$ cat src/ccs_pkg.sv
// Constants shared by the processor clock mode select block.
// Assumes one 125 MHz core clock and an APB master with 32-bit data.
package ccs_pkg;

	// Register byte offsets on the APB slave.
	localparam logic [7:0] OFS_CFG_LATCH = 8'h00;
	localparam logic [7:0] OFS_STATUS    = 8'h04;
	localparam logic [7:0] OFS_HALF_LEN  = 8'h08;
	localparam logic [7:0] OFS_CTRL      = 8'h0c;

	// Fields of the reset configuration latch.
	localparam int CLK_SEL_MSB = 7;
	localparam int CLK_SEL_LSB = 5;
	localparam int MODE_BIT    = 7;

	// Fields of the status register.
	localparam int STAT_MODE   = 0;
	localparam int STAT_CLK    = 1;
	localparam int STAT_LOADING = 2;

	// Fields of the control register.
	localparam int CTRL_RUN    = 0;

	// Values after reset, and the saturation limit of the half period counter.
	localparam logic [7:0]  CFG_LATCH_RST = 8'h00;
	localparam logic        CTRL_RUN_RST  = 1'b1;
	localparam logic [15:0] HALF_LEN_RST  = 16'h0000;
	localparam logic [15:0] HALF_CNT_MAX  = 16'hffff;

	// Pin synchroniser depth.
	localparam int SYNC_STAGES = 3;

	// Clock generation modes, selected by the top bit of the select field.
	typedef enum logic {
		CCS_DIRECT,
		CCS_PRESCALE
	} ccs_mode_t;

endpackage

$ cat src/ccs_clock_select.sv
// Processor clock mode select: captures the configuration latch and builds the processor clock.
// Assumes oscillator, long reset and port pins are asynchronous to core_clk at 125 MHz,
// and that the oscillator is well below a quarter of core_clk so every phase is seen.
//
// Overview of operation
// RL1 - Clock mode comes from select field, bits 7 to 5 of the configuration latch.
// RL2 - Long hardware reset loads the latch from the upper port byte levels.
// RL3 - Select top bit one: processor clock is the oscillator divided by two.
// RL4 - Select top bit zero: processor clock follows the oscillator at the same rate.
// RL5 - Both processor clock edges are marked; edge-to-edge time is the half period.
// RL6 - Divided mode: each high and low phase lasts one oscillator period.
// RL7 - Direct mode: phases follow oscillator duty; two phases span one oscillator period.
// RL8 - Divider toggles on rising oscillator edges; mode stays fixed between long resets. Here a plain reset also clears the latch to direct mode.
//
// The implementer's own choices: the APB interface to the registers and the placing of the registers.
`timescale 1ns/100ps

module ccs_clock_select (
	// Clock and reset
	input  wire logic        core_clk,
	input  wire logic        rstn,
	// Oscillator, long hardware reset and multiplexed port pins
	input  wire logic        osc_in,
	input  wire logic        long_reset_n,
	input  wire logic [7:0]  port_upper_byte,
	// Processor clock, its edge marks and the clock mode
	output logic             processor_clock,
	output logic             cpu_edge,
	output logic             cpu_rise,
	output logic             clock_mode,
	// APB slave
	input  wire logic        psel,
	input  wire logic        penable,
	input  wire logic        pwrite,
	input  wire logic [7:0]  paddr,
	input  wire logic [31:0] pwdata,
	output logic             pready,
	output logic [31:0]      prdata,
	output logic             pslverr
);

	typedef struct packed {
		logic [7:0]  cfg_latch;
		logic        ctrl_run;
		logic        osc_d;
		logic        cpu_clk;
		logic        edge_p;
		logic        rise_p;
		logic        loading;
		logic [15:0] half_cnt;
		logic [15:0] half_len;
		logic        pready;
		logic [31:0] prdata;
		logic        pslverr;
	} ccs_st_t;

	localparam ccs_st_t ST_RST = '{
		cfg_latch: ccs_pkg::CFG_LATCH_RST,
		ctrl_run:  ccs_pkg::CTRL_RUN_RST,
		osc_d:     1'b0,
		cpu_clk:   1'b0,
		edge_p:    1'b0,
		rise_p:    1'b0,
		loading:   1'b0,
		half_cnt:  ccs_pkg::HALF_LEN_RST,
		half_len:  ccs_pkg::HALF_LEN_RST,
		pready:    1'b0,
		prdata:    32'h0000_0000,
		pslverr:   1'b0
	};

	ccs_st_t   st_ff;
	ccs_st_t   nxt_st;
	logic [9:0] pins_raw;
	logic [9:0] pins_lvl;
	logic [7:0] port_lvl;
	logic       osc_lvl;
	logic       long_rst_lvl_n;
	logic       osc_rise;
	logic       cpu_next;
	ccs_pkg::ccs_mode_t mode;
	logic       apb_access;
	logic       apb_mapped;
	logic [31:0] rd_word;

	// All pins share one synchroniser so they see the same latency. The long reset
	// enters inverted, so the cleared synchroniser reads as no long reset and a plain
	// reset does not show a false load window after release.
	assign pins_raw = {~long_reset_n, osc_in, port_upper_byte};

	ccs_pin_sync #(
		.W (10)
	) u_pin_sync (
		.core_clk  (core_clk),
		.rstn      (rstn),
		.pin_in    (pins_raw),
		.level_out (pins_lvl)
	);

	assign port_lvl       = pins_lvl[7:0];
	assign osc_lvl        = pins_lvl[8];
	assign long_rst_lvl_n = ~pins_lvl[9];

	always_comb
	begin
		nxt_st = st_ff;

		// Only the top bit of the select field decides; the lower two are don't care.
		mode = st_ff.cfg_latch[ccs_pkg::MODE_BIT] ? ccs_pkg::CCS_PRESCALE
			: ccs_pkg::CCS_DIRECT; // RL1

		// The latch keeps following the port while long reset is held, so the
		// value at release is what stays. Only a plain reset also writes it, clearing it. 
		nxt_st.loading = !long_rst_lvl_n;
		if (!long_rst_lvl_n)
			nxt_st.cfg_latch = port_lvl; // RL2 RL8

		nxt_st.osc_d = osc_lvl;
		osc_rise     = osc_lvl && !st_ff.osc_d;

		case (mode)
			ccs_pkg::CCS_PRESCALE:
				cpu_next = osc_rise ? !st_ff.cpu_clk : st_ff.cpu_clk; // RL3 RL6 RL8
			ccs_pkg::CCS_DIRECT:
				cpu_next = osc_lvl; // RL4 RL7
			default:
				cpu_next = st_ff.cpu_clk;
		endcase

		// A stopped clock parks low so a divided-mode restart begins with a full high phase.
		if (!st_ff.ctrl_run)
			cpu_next = 1'b0;
		nxt_st.cpu_clk = cpu_next;

		// Both edges are marked; the half period is measured edge to edge.
		nxt_st.edge_p = cpu_next != st_ff.cpu_clk; // RL5
		nxt_st.rise_p = cpu_next && !st_ff.cpu_clk;
		if (cpu_next != st_ff.cpu_clk)
		begin
			nxt_st.half_len = st_ff.half_cnt + 16'h0001; // RL5
			nxt_st.half_cnt = 16'h0000;
		end
		else if (st_ff.half_cnt != ccs_pkg::HALF_CNT_MAX)
		begin
			nxt_st.half_cnt = st_ff.half_cnt + 16'h0001;
		end

		// APB: one wait state, pready high for one cycle of the access phase.
		apb_access = psel && penable;
		apb_mapped = (paddr == ccs_pkg::OFS_CFG_LATCH) || (paddr == ccs_pkg::OFS_STATUS)
			|| (paddr == ccs_pkg::OFS_HALF_LEN) || (paddr == ccs_pkg::OFS_CTRL);
		rd_word = 32'h0000_0000;
		case (paddr)
			ccs_pkg::OFS_CFG_LATCH:
				rd_word[7:0] = st_ff.cfg_latch;
			ccs_pkg::OFS_STATUS:
			begin
				rd_word[ccs_pkg::STAT_MODE]    = st_ff.cfg_latch[ccs_pkg::MODE_BIT];
				rd_word[ccs_pkg::STAT_CLK]     = st_ff.cpu_clk;
				rd_word[ccs_pkg::STAT_LOADING] = st_ff.loading;
			end
			ccs_pkg::OFS_HALF_LEN:
				rd_word[15:0] = st_ff.half_len;
			ccs_pkg::OFS_CTRL:
				rd_word[ccs_pkg::CTRL_RUN] = st_ff.ctrl_run;
			default:
				rd_word = 32'h0000_0000;
		endcase

		nxt_st.pready  = apb_access && !st_ff.pready;
		nxt_st.pslverr = apb_access && !st_ff.pready && !apb_mapped;
		if (apb_access && !st_ff.pready)
			nxt_st.prdata = pwrite ? 32'h0000_0000 : rd_word;

		// A write takes effect only on the edge where pready is seen high.
		if (apb_access && st_ff.pready && pwrite && (paddr == ccs_pkg::OFS_CTRL))
			nxt_st.ctrl_run = pwdata[ccs_pkg::CTRL_RUN];
	end

	always_ff @(posedge core_clk)
	begin
		if (!rstn)
			st_ff <= ST_RST;
		else
			st_ff <= nxt_st;
	end

	assign processor_clock = st_ff.cpu_clk;
	assign cpu_edge        = st_ff.edge_p;
	assign cpu_rise        = st_ff.rise_p;
	assign clock_mode      = st_ff.cfg_latch[ccs_pkg::MODE_BIT];
	assign pready          = st_ff.pready;
	assign prdata          = st_ff.prdata;
	assign pslverr         = st_ff.pslverr;

	latch_load_a: assert property (@(posedge core_clk) disable iff (!rstn) // RL2
		!long_rst_lvl_n |=> (st_ff.cfg_latch == $past(port_lvl)))
		else $error("Configuration latch did not load the port levels.");

	mode_fixed_a: assert property (@(posedge core_clk) disable iff (!rstn) // RL8
		long_rst_lvl_n |=> $stable(st_ff.cfg_latch))
		else $error("Configuration latch changed outside long reset.");

	mode_bit_a: assert property (@(posedge core_clk) disable iff (!rstn) // RL1
		(!clock_mode && st_ff.ctrl_run && !osc_lvl && st_ff.osc_d)
		|=> !processor_clock)
		else $error("Direct mode did not follow a falling oscillator edge.");

	prescale_toggle_a: assert property (@(posedge core_clk) disable iff (!rstn) // RL3
		(st_ff.cfg_latch[7] && st_ff.ctrl_run && osc_lvl && !st_ff.osc_d)
		|=> (st_ff.cpu_clk != $past(st_ff.cpu_clk)))
		else $error("Divider did not toggle on a rising oscillator edge.");

	prescale_hold_a: assert property (@(posedge core_clk) disable iff (!rstn) // RL6
		(st_ff.cfg_latch[7] && st_ff.ctrl_run && !(osc_lvl && !st_ff.osc_d))
		|=> $stable(st_ff.cpu_clk))
		else $error("Divided clock changed without a rising oscillator edge.");

	direct_follow_a: assert property (@(posedge core_clk) disable iff (!rstn) // RL4 RL7
		(!st_ff.cfg_latch[7] && st_ff.ctrl_run) |=> (st_ff.cpu_clk == $past(osc_lvl)))
		else $error("Direct clock does not follow the oscillator.");

	edge_mark_a: assert property (@(posedge core_clk) disable iff (!rstn) // RL5
		$changed(st_ff.cpu_clk) |-> (st_ff.edge_p && (st_ff.rise_p == st_ff.cpu_clk)))
		else $error("Processor clock edge was not marked.");

	half_len_a: assert property (@(posedge core_clk) disable iff (!rstn) // RL5
		$changed(st_ff.cpu_clk) |-> (st_ff.half_len == $past(st_ff.half_cnt) + 16'h0001))
		else $error("Half period length was not captured.");

	apb_pulse_a: assert property (@(posedge core_clk) disable iff (!rstn)
		(psel && !penable) ##1 (psel && penable) |=> pready ##1 !pready)
		else $error("APB answer is not a single cycle after one wait.");

	// Edge marks and the stopped clock.
	edge_only_a: assert property (@(posedge core_clk) disable iff (!rstn) // RL5
		st_ff.edge_p
		|-> $changed(st_ff.cpu_clk))
		else $error("Edge mark without a processor clock change.");

	rise_only_a: assert property (@(posedge core_clk) disable iff (!rstn) // RL5
		st_ff.rise_p
		|-> (st_ff.edge_p && st_ff.cpu_clk))
		else $error("Rise mark without a rising processor clock.");

	stop_low_a: assert property (@(posedge core_clk) disable iff (!rstn)
		!st_ff.ctrl_run
		|=> !st_ff.cpu_clk)
		else $error("Stopped processor clock is not parked low.");

	stop_quiet_a: assert property (@(posedge core_clk) disable iff (!rstn)
		(!st_ff.ctrl_run && !st_ff.cpu_clk)
		|=> !st_ff.edge_p)
		else $error("Stopped processor clock still marks edges.");

	// Latch loading, its status flag and the status mode bit.
	load_flag_a: assert property (@(posedge core_clk) disable iff (!rstn) // RL2
		!long_rst_lvl_n
		|=> st_ff.loading)
		else $error("Long reset is not shown as loading.");

	no_load_a: assert property (@(posedge core_clk) disable iff (!rstn) // RL8
		long_rst_lvl_n
		|=> !st_ff.loading)
		else $error("Loading is shown outside long reset.");

	status_mode_a: assert property (@(posedge core_clk) disable iff (!rstn) // RL1
		(psel && penable && !pready && !pwrite && (paddr == ccs_pkg::OFS_STATUS))
		|=> (prdata[ccs_pkg::STAT_MODE] == $past(clock_mode)))
		else $error("Status does not show the clock mode.");

	// Register bus answers.
	err_ready_a: assert property (@(posedge core_clk) disable iff (!rstn)
		pslverr
		|-> pready)
		else $error("Slave error outside an answer cycle.");

	err_zero_a: assert property (@(posedge core_clk) disable iff (!rstn)
		(pslverr && !pwrite)
		|-> (prdata == 32'h0000_0000))
		else $error("Unmapped read did not return zero.");

	ready_access_a: assert property (@(posedge core_clk) disable iff (!rstn)
		pready
		|-> $past(psel && penable))
		else $error("Answer without an access phase.");

	ready_idle_a: assert property (@(posedge core_clk) disable iff (!rstn)
		!psel
		|=> !pready)
		else $error("Answer without a selected slave.");

	prdata_hold_a: assert property (@(posedge core_clk) disable iff (!rstn)
		!(psel && penable)
		|=> $stable(prdata))
		else $error("Read data changed outside an access.");

	ctrl_write_a: assert property (@(posedge core_clk) disable iff (!rstn)
		(psel && penable && pready && pwrite && (paddr == ccs_pkg::OFS_CTRL))
		|=> (st_ff.ctrl_run == $past(pwdata[ccs_pkg::CTRL_RUN])))
		else $error("Run bit did not take the written value.");

	ctrl_keep_a: assert property (@(posedge core_clk) disable iff (!rstn)
		!(psel && penable && pready && pwrite)
		|=> $stable(st_ff.ctrl_run))
		else $error("Run bit changed without a write.");

endmodule

$ cat src/ccs_pin_sync.sv
// Three-stage pin synchroniser with agreement filter.
// Assumes asynchronous pin levels; output changes only when stages two and three agree.
`timescale 1ns/100ps

module ccs_pin_sync #(
	parameter int W = 1
) (
	// Clock and reset
	input  wire logic         core_clk,
	input  wire logic         rstn,
	// Pins and filtered levels
	input  wire logic [W-1:0] pin_in,
	output logic      [W-1:0] level_out
);

	typedef struct packed {
		logic [W-1:0] s1;
		logic [W-1:0] s2;
		logic [W-1:0] s3;
		logic [W-1:0] q;
	} ccs_sync_st_t;

	ccs_sync_st_t st_ff;
	ccs_sync_st_t nxt_st;
	logic [W-1:0] agree;

	// The first stage feeds only the second; the filter looks at stages two and three.
	always_comb
	begin
		agree     = ~(st_ff.s2 ^ st_ff.s3);
		nxt_st    = st_ff;
		nxt_st.s1 = pin_in;
		nxt_st.s2 = st_ff.s1;
		nxt_st.s3 = st_ff.s2;
		nxt_st.q  = (st_ff.s3 & agree) | (st_ff.q & ~agree);
	end

	always_ff @(posedge core_clk)
	begin
		if (!rstn)
			st_ff <= '0;
		else
			st_ff <= nxt_st;
	end

	assign level_out = st_ff.q;

	sync_agree_a: assert property (@(posedge core_clk) disable iff (!rstn)
		(st_ff.s2 == st_ff.s3) |=> (st_ff.q == $past(st_ff.s3)))
		else $error("Filtered level did not take the agreed value.");

endmodule

$ cat config.mk
export PLATFORM = sky130hd
export DESIGN_NAME = ccs_clock_select
export DESIGN_NICKNAME = d
export VERILOG_FILES = /design/src/ccs_pkg.sv /design/src/ccs_clock_select.sv /design/src/ccs_pin_sync.sv
export SDC_FILE = /design/constraint.sdc
export NUM_CORES = 1
export LEC_CHECK = 0
export BUFFER_PORTS_ARGS = -buffer_cell sky130_fd_sc_hd__buf_2
export CAP_MARGIN = 15
export CORE_MARGIN = 4
export CORE_UTILIZATION = 35
export CTS_CLUSTER_SIZE = 8
export DETAILED_ROUTE_END_ITERATION = 10
export PLACE_DENSITY = 0.52
export SYNTH_ARGS = -nofsm -noshare
export SYNTH_HDL_FRONTEND = slang
export SYNTH_HIERARCHICAL = 1
export SYNTH_SLANG_ARGS = --single-unit
$ cat constraint.sdc
create_clock -name core_clk -period 5.9 [get_ports core_clk]
set_input_delay 1.475 -clock core_clk [delete_from_list [all_inputs] [get_ports core_clk]]
set_output_delay 1.475 -clock core_clk [all_outputs]
set_load 0.05 [all_outputs]
==> impl_metrics.toml <==
[run_status]
status = "finished, final reports clean"

[global_route]
antenna_found_initial = 0
grt_use_total_pct = 10.72
grt_pass1_vias = 2448
use_met3_pct = 3.133
busiest_layer = "met2"
grtUsageMet2_pct = 16.72
grt_pass1_wl_um = 11630
grt_overflow = 0
grt_max_degree = 74
met1_usage_pct = 14.42

[critical_path]
r2r-end = "st_ff[58]$_SDFFE_PP0P_"
required_ps = 6190
ff2ff_setup_slack_ps = 3410
crit_path_max_fanout = 73
cp-end-kind = "flop"
start_kind = "input port"
cp.arrival_ps = 3230
critPathKind = "input port to flop"
r2r_cells = 7

[power]
power_density_mw_per_mm2 = 308.7
max-vdd-ir-drop_v = 0.0001639
leakage_nw = 1.726
p_int_mw = 1.035
clockPowerShare_pct = 43.1
p_comb_share_pct = 4.6
p_sw_share_pct = 24.76
p_seq_share_pct = 52.2
p_sw_mw = 0.3405

[drt]
wl_per_cell_um = 11.96
dr.first_iter.drc_count = 151
dr.pass1.iters = 5
drc = 0
vias_per_cell = 4.563
vias = 2601
drt-total-wl_um = 6816
antenna_left = 0

[timing]
rsz0062_at_grt = "false"
setup_violations = 0
fin_crit_ps = 2940
worstMarginPinSlew_ps = 603.1
skew_ps = 12.06
worst_slack_ps = 2960
slew_viol_final = 0
relSlewSlack_pct = 59.42
fmax_mhz = 340.2
min_period_over_period_pct = 49.83
tns_ps = 0
hold_viol = 0

[die]
start_util_pct = 35.61
fp.dieW_um = 115.8
top_level_ports = 93
die_height_um = 115.8
dieArea_sq_mm = 0.01341
rows = 39
coreArea_sq_mm = 0.01142

[cells_and_area]
multi_input_comb_area_sq_mm = 0.001617
area_growth_pct = 9.538
nFillCells = 1147
finalCoreUtilization_pct = 39.01
stdcell_count = 570
layout-drive-gt1-share_pct = 18.97
antenna_cells = 0
postLayoutCellArea_sq_mm = 0.004454
final-seq-area_sq_mm = 0.002082
final_nets = 479

[worst_hold_path]
whs_path_depth = 1
holdCritPathClass = "flop to flop"
hold_start = "u_pin_sync/nxt_st[25]$_SDFF_PN0_"
hold_end = "u_pin_sync/nxt_st[15]$_SDFF_PN0_"

[placement]
gp_congestion = 0.7627
dp.final_hpwl_um = 4760
placed_cells = 554
post_dp_cell_area_sq_mm = 0.004144
port_buffers = 45
place_ws_ps = 2550

[synthesis]
synthTopCellsByArea = "dfxtp_1, buf_4, and2_1, mux2i_1, o21ai_0"
ys.flop_type = "dfxtp_1"
seq_area_frac_synth_pct = 51.20
synthArstFlopShare_pct = 0
netlist_area_sq_mm = 0.004066
ys_warn_count = 6
avgSynthCellArea_sq_um = 9.942
synth_top_area_share_pct = 51.20
synth_edf_count = 0
synth_cell_types = 38
synth_largest_area_cell = "dfxtp_1"
synth_cells = 409
ys_ff_latch = 104

[cts]
clock_latency_ps = 340
root_buffer = "clkbuf_16"
htreeDepth = 3
cts_setup_buffers = 0
cts_num_sinks = 104
cts.reportedPaths.clkPinSlew_ps = 70
cts_buffers = 9
cts_tree = "done"
cts_resized = 0
cts_hold_buffers = 0
clockBufferDepth = 2

[run]
drv_cap = 0
## cell usage after synthesis, drive strengths merged (2+ instances only)
| master | number |
|---|---|
| a21boi | 10 |
| a21oi | 22 |
| a22o | 10 |
| a31oi | 2 |
| and2 | 39 |
| buf | 44 |
| clkbuf | 15 |
| dfxtp | 104 |
| ha | 2 |
| inv | 9 |
| mux2i | 18 |
| nand2 | 27 |
| nand3 | 6 |
| nand4 | 5 |
| nor2 | 8 |
| nor2b | 11 |
| nor3 | 9 |
| nor4 | 6 |
| o21ai | 32 |
| or2 | 3 |
| or4 | 2 |
| xnor2 | 13 |
| xor2 | 2 |
## layer usage
metal	wire, um	up-vias
li1	-	1357
met1	3492	1181
met2	2917	58
met3	344	5
met4	61	0
met5	0	-
## cell usage in the layout (no fill, tap or decap), types with 3 or more instances in the layout
cell,count
a22o_1,10
o21ai_0,27
conb_1,16
nor3_1,8
dfxtp_1,104
nand4_1,5
nand3_1,6
and2_1,39
xnor2_1,13
a21oi_1,22
inv_1,9
nand2_1,27
a21boi_2,10
mux2i_1,18
clkinv_8,3
nor2_1,8
nor4_1,6
o21ai_1,4
nor2b_1,11
buf_2,45
clkbuf_16,9
## how the worst max path moves through the flow
| stage | start | end | slack, ps |
|---|---|---|---|
| 3_3_place_gp | rstn | prdata[11]$_SDFFE_PN0P_ | 2570 |
| 3_5_place_dp | rstn | prdata[13]$_SDFFE_PN0P_ | 2550 |
| 6_report | rstn | prdata[13]$_SDFFE_PN0P_ | 2960 |
| 2_1_floorplan | paddr[1] | prdata[7]$_SDFFE_PN0P_ | 2950 |
| 4_1_cts | rstn | prdata[13]$_SDFFE_PN0P_ | 2920 |
| 5_1_grt | rstn | prdata[9]$_SDFFE_PN0P_ | 2740 |
## final cells by class
| class | instances | share of cell area (%) |
|---|---|---|
| tap | 143 | 4.017 |
| multi-input combinational | 252 | 36.29 |
| timing repair buffer | 46 | 5.225 |
| clock buffer | 9 | 5.056 |
| sequential | 104 | 46.74 |
| inverter | 9 | 0.7584 |
| clock inverter | 7 | 1.910 |
## power by group through the flow
stage | Sequential, mW | Clock, mW | Combinational [mW]
detailed placement | 0.735 | 0 | 0.0642
global placement | 0.735 | 0 | 0.0634
global route | 0.720 | 0.641 | 0.0695
floorplan | 0.736 | 0 | 0.0579
CTS | 0.718 | 0.610 | 0.0642
finish | 0.718 | 0.593 | 0.0635
## sequential cells by signal (all words and copies together) (netlist names), named ones only
name	count
cpu_rise	1
st_ff	42
clock_mode	1
cpu_edge	1
prdata	16
processor_clock	1
pslverr	1
u_pin_sync/nxt_st	20
pready	1
u_pin_sync/st_ff	10
## per-stage QoR
step	power [mW]	hold WS, ps
global route	1.431	445.4
floorplan	0.7935	411.9
global placement	0.7980	414.8
finish	1.375	434.2
detailed placement	0.7993	418.3
CTS	1.393	434.9
## cells by family (layout without fill, tap and decap cells)
group / count (synthesis) / count (layout) / synth area share [%]
muxes: 20 / 20 / 5.261
AOI/OAI and AO/OA: 81 / 81 / 12.92
DFF: 104 / 104 / 51.20
other: 1 / 16 / 0.09222
buffers and inverters: 68 / 71 / 10.43
and+or+nand+nor: 118 / 118 / 16.25
adders and majority gates: 2 / 2 / 0.6153
xor gates and xnor gates: 15 / 15 / 3.231
## critical path, cell delays in order
cell and delay (ps):
buf_2 70, buf_4 440, nand4b_1 230, or4_4 490, nor3_4 320, a22o_1 180
(Power assumes the default switching activity.)
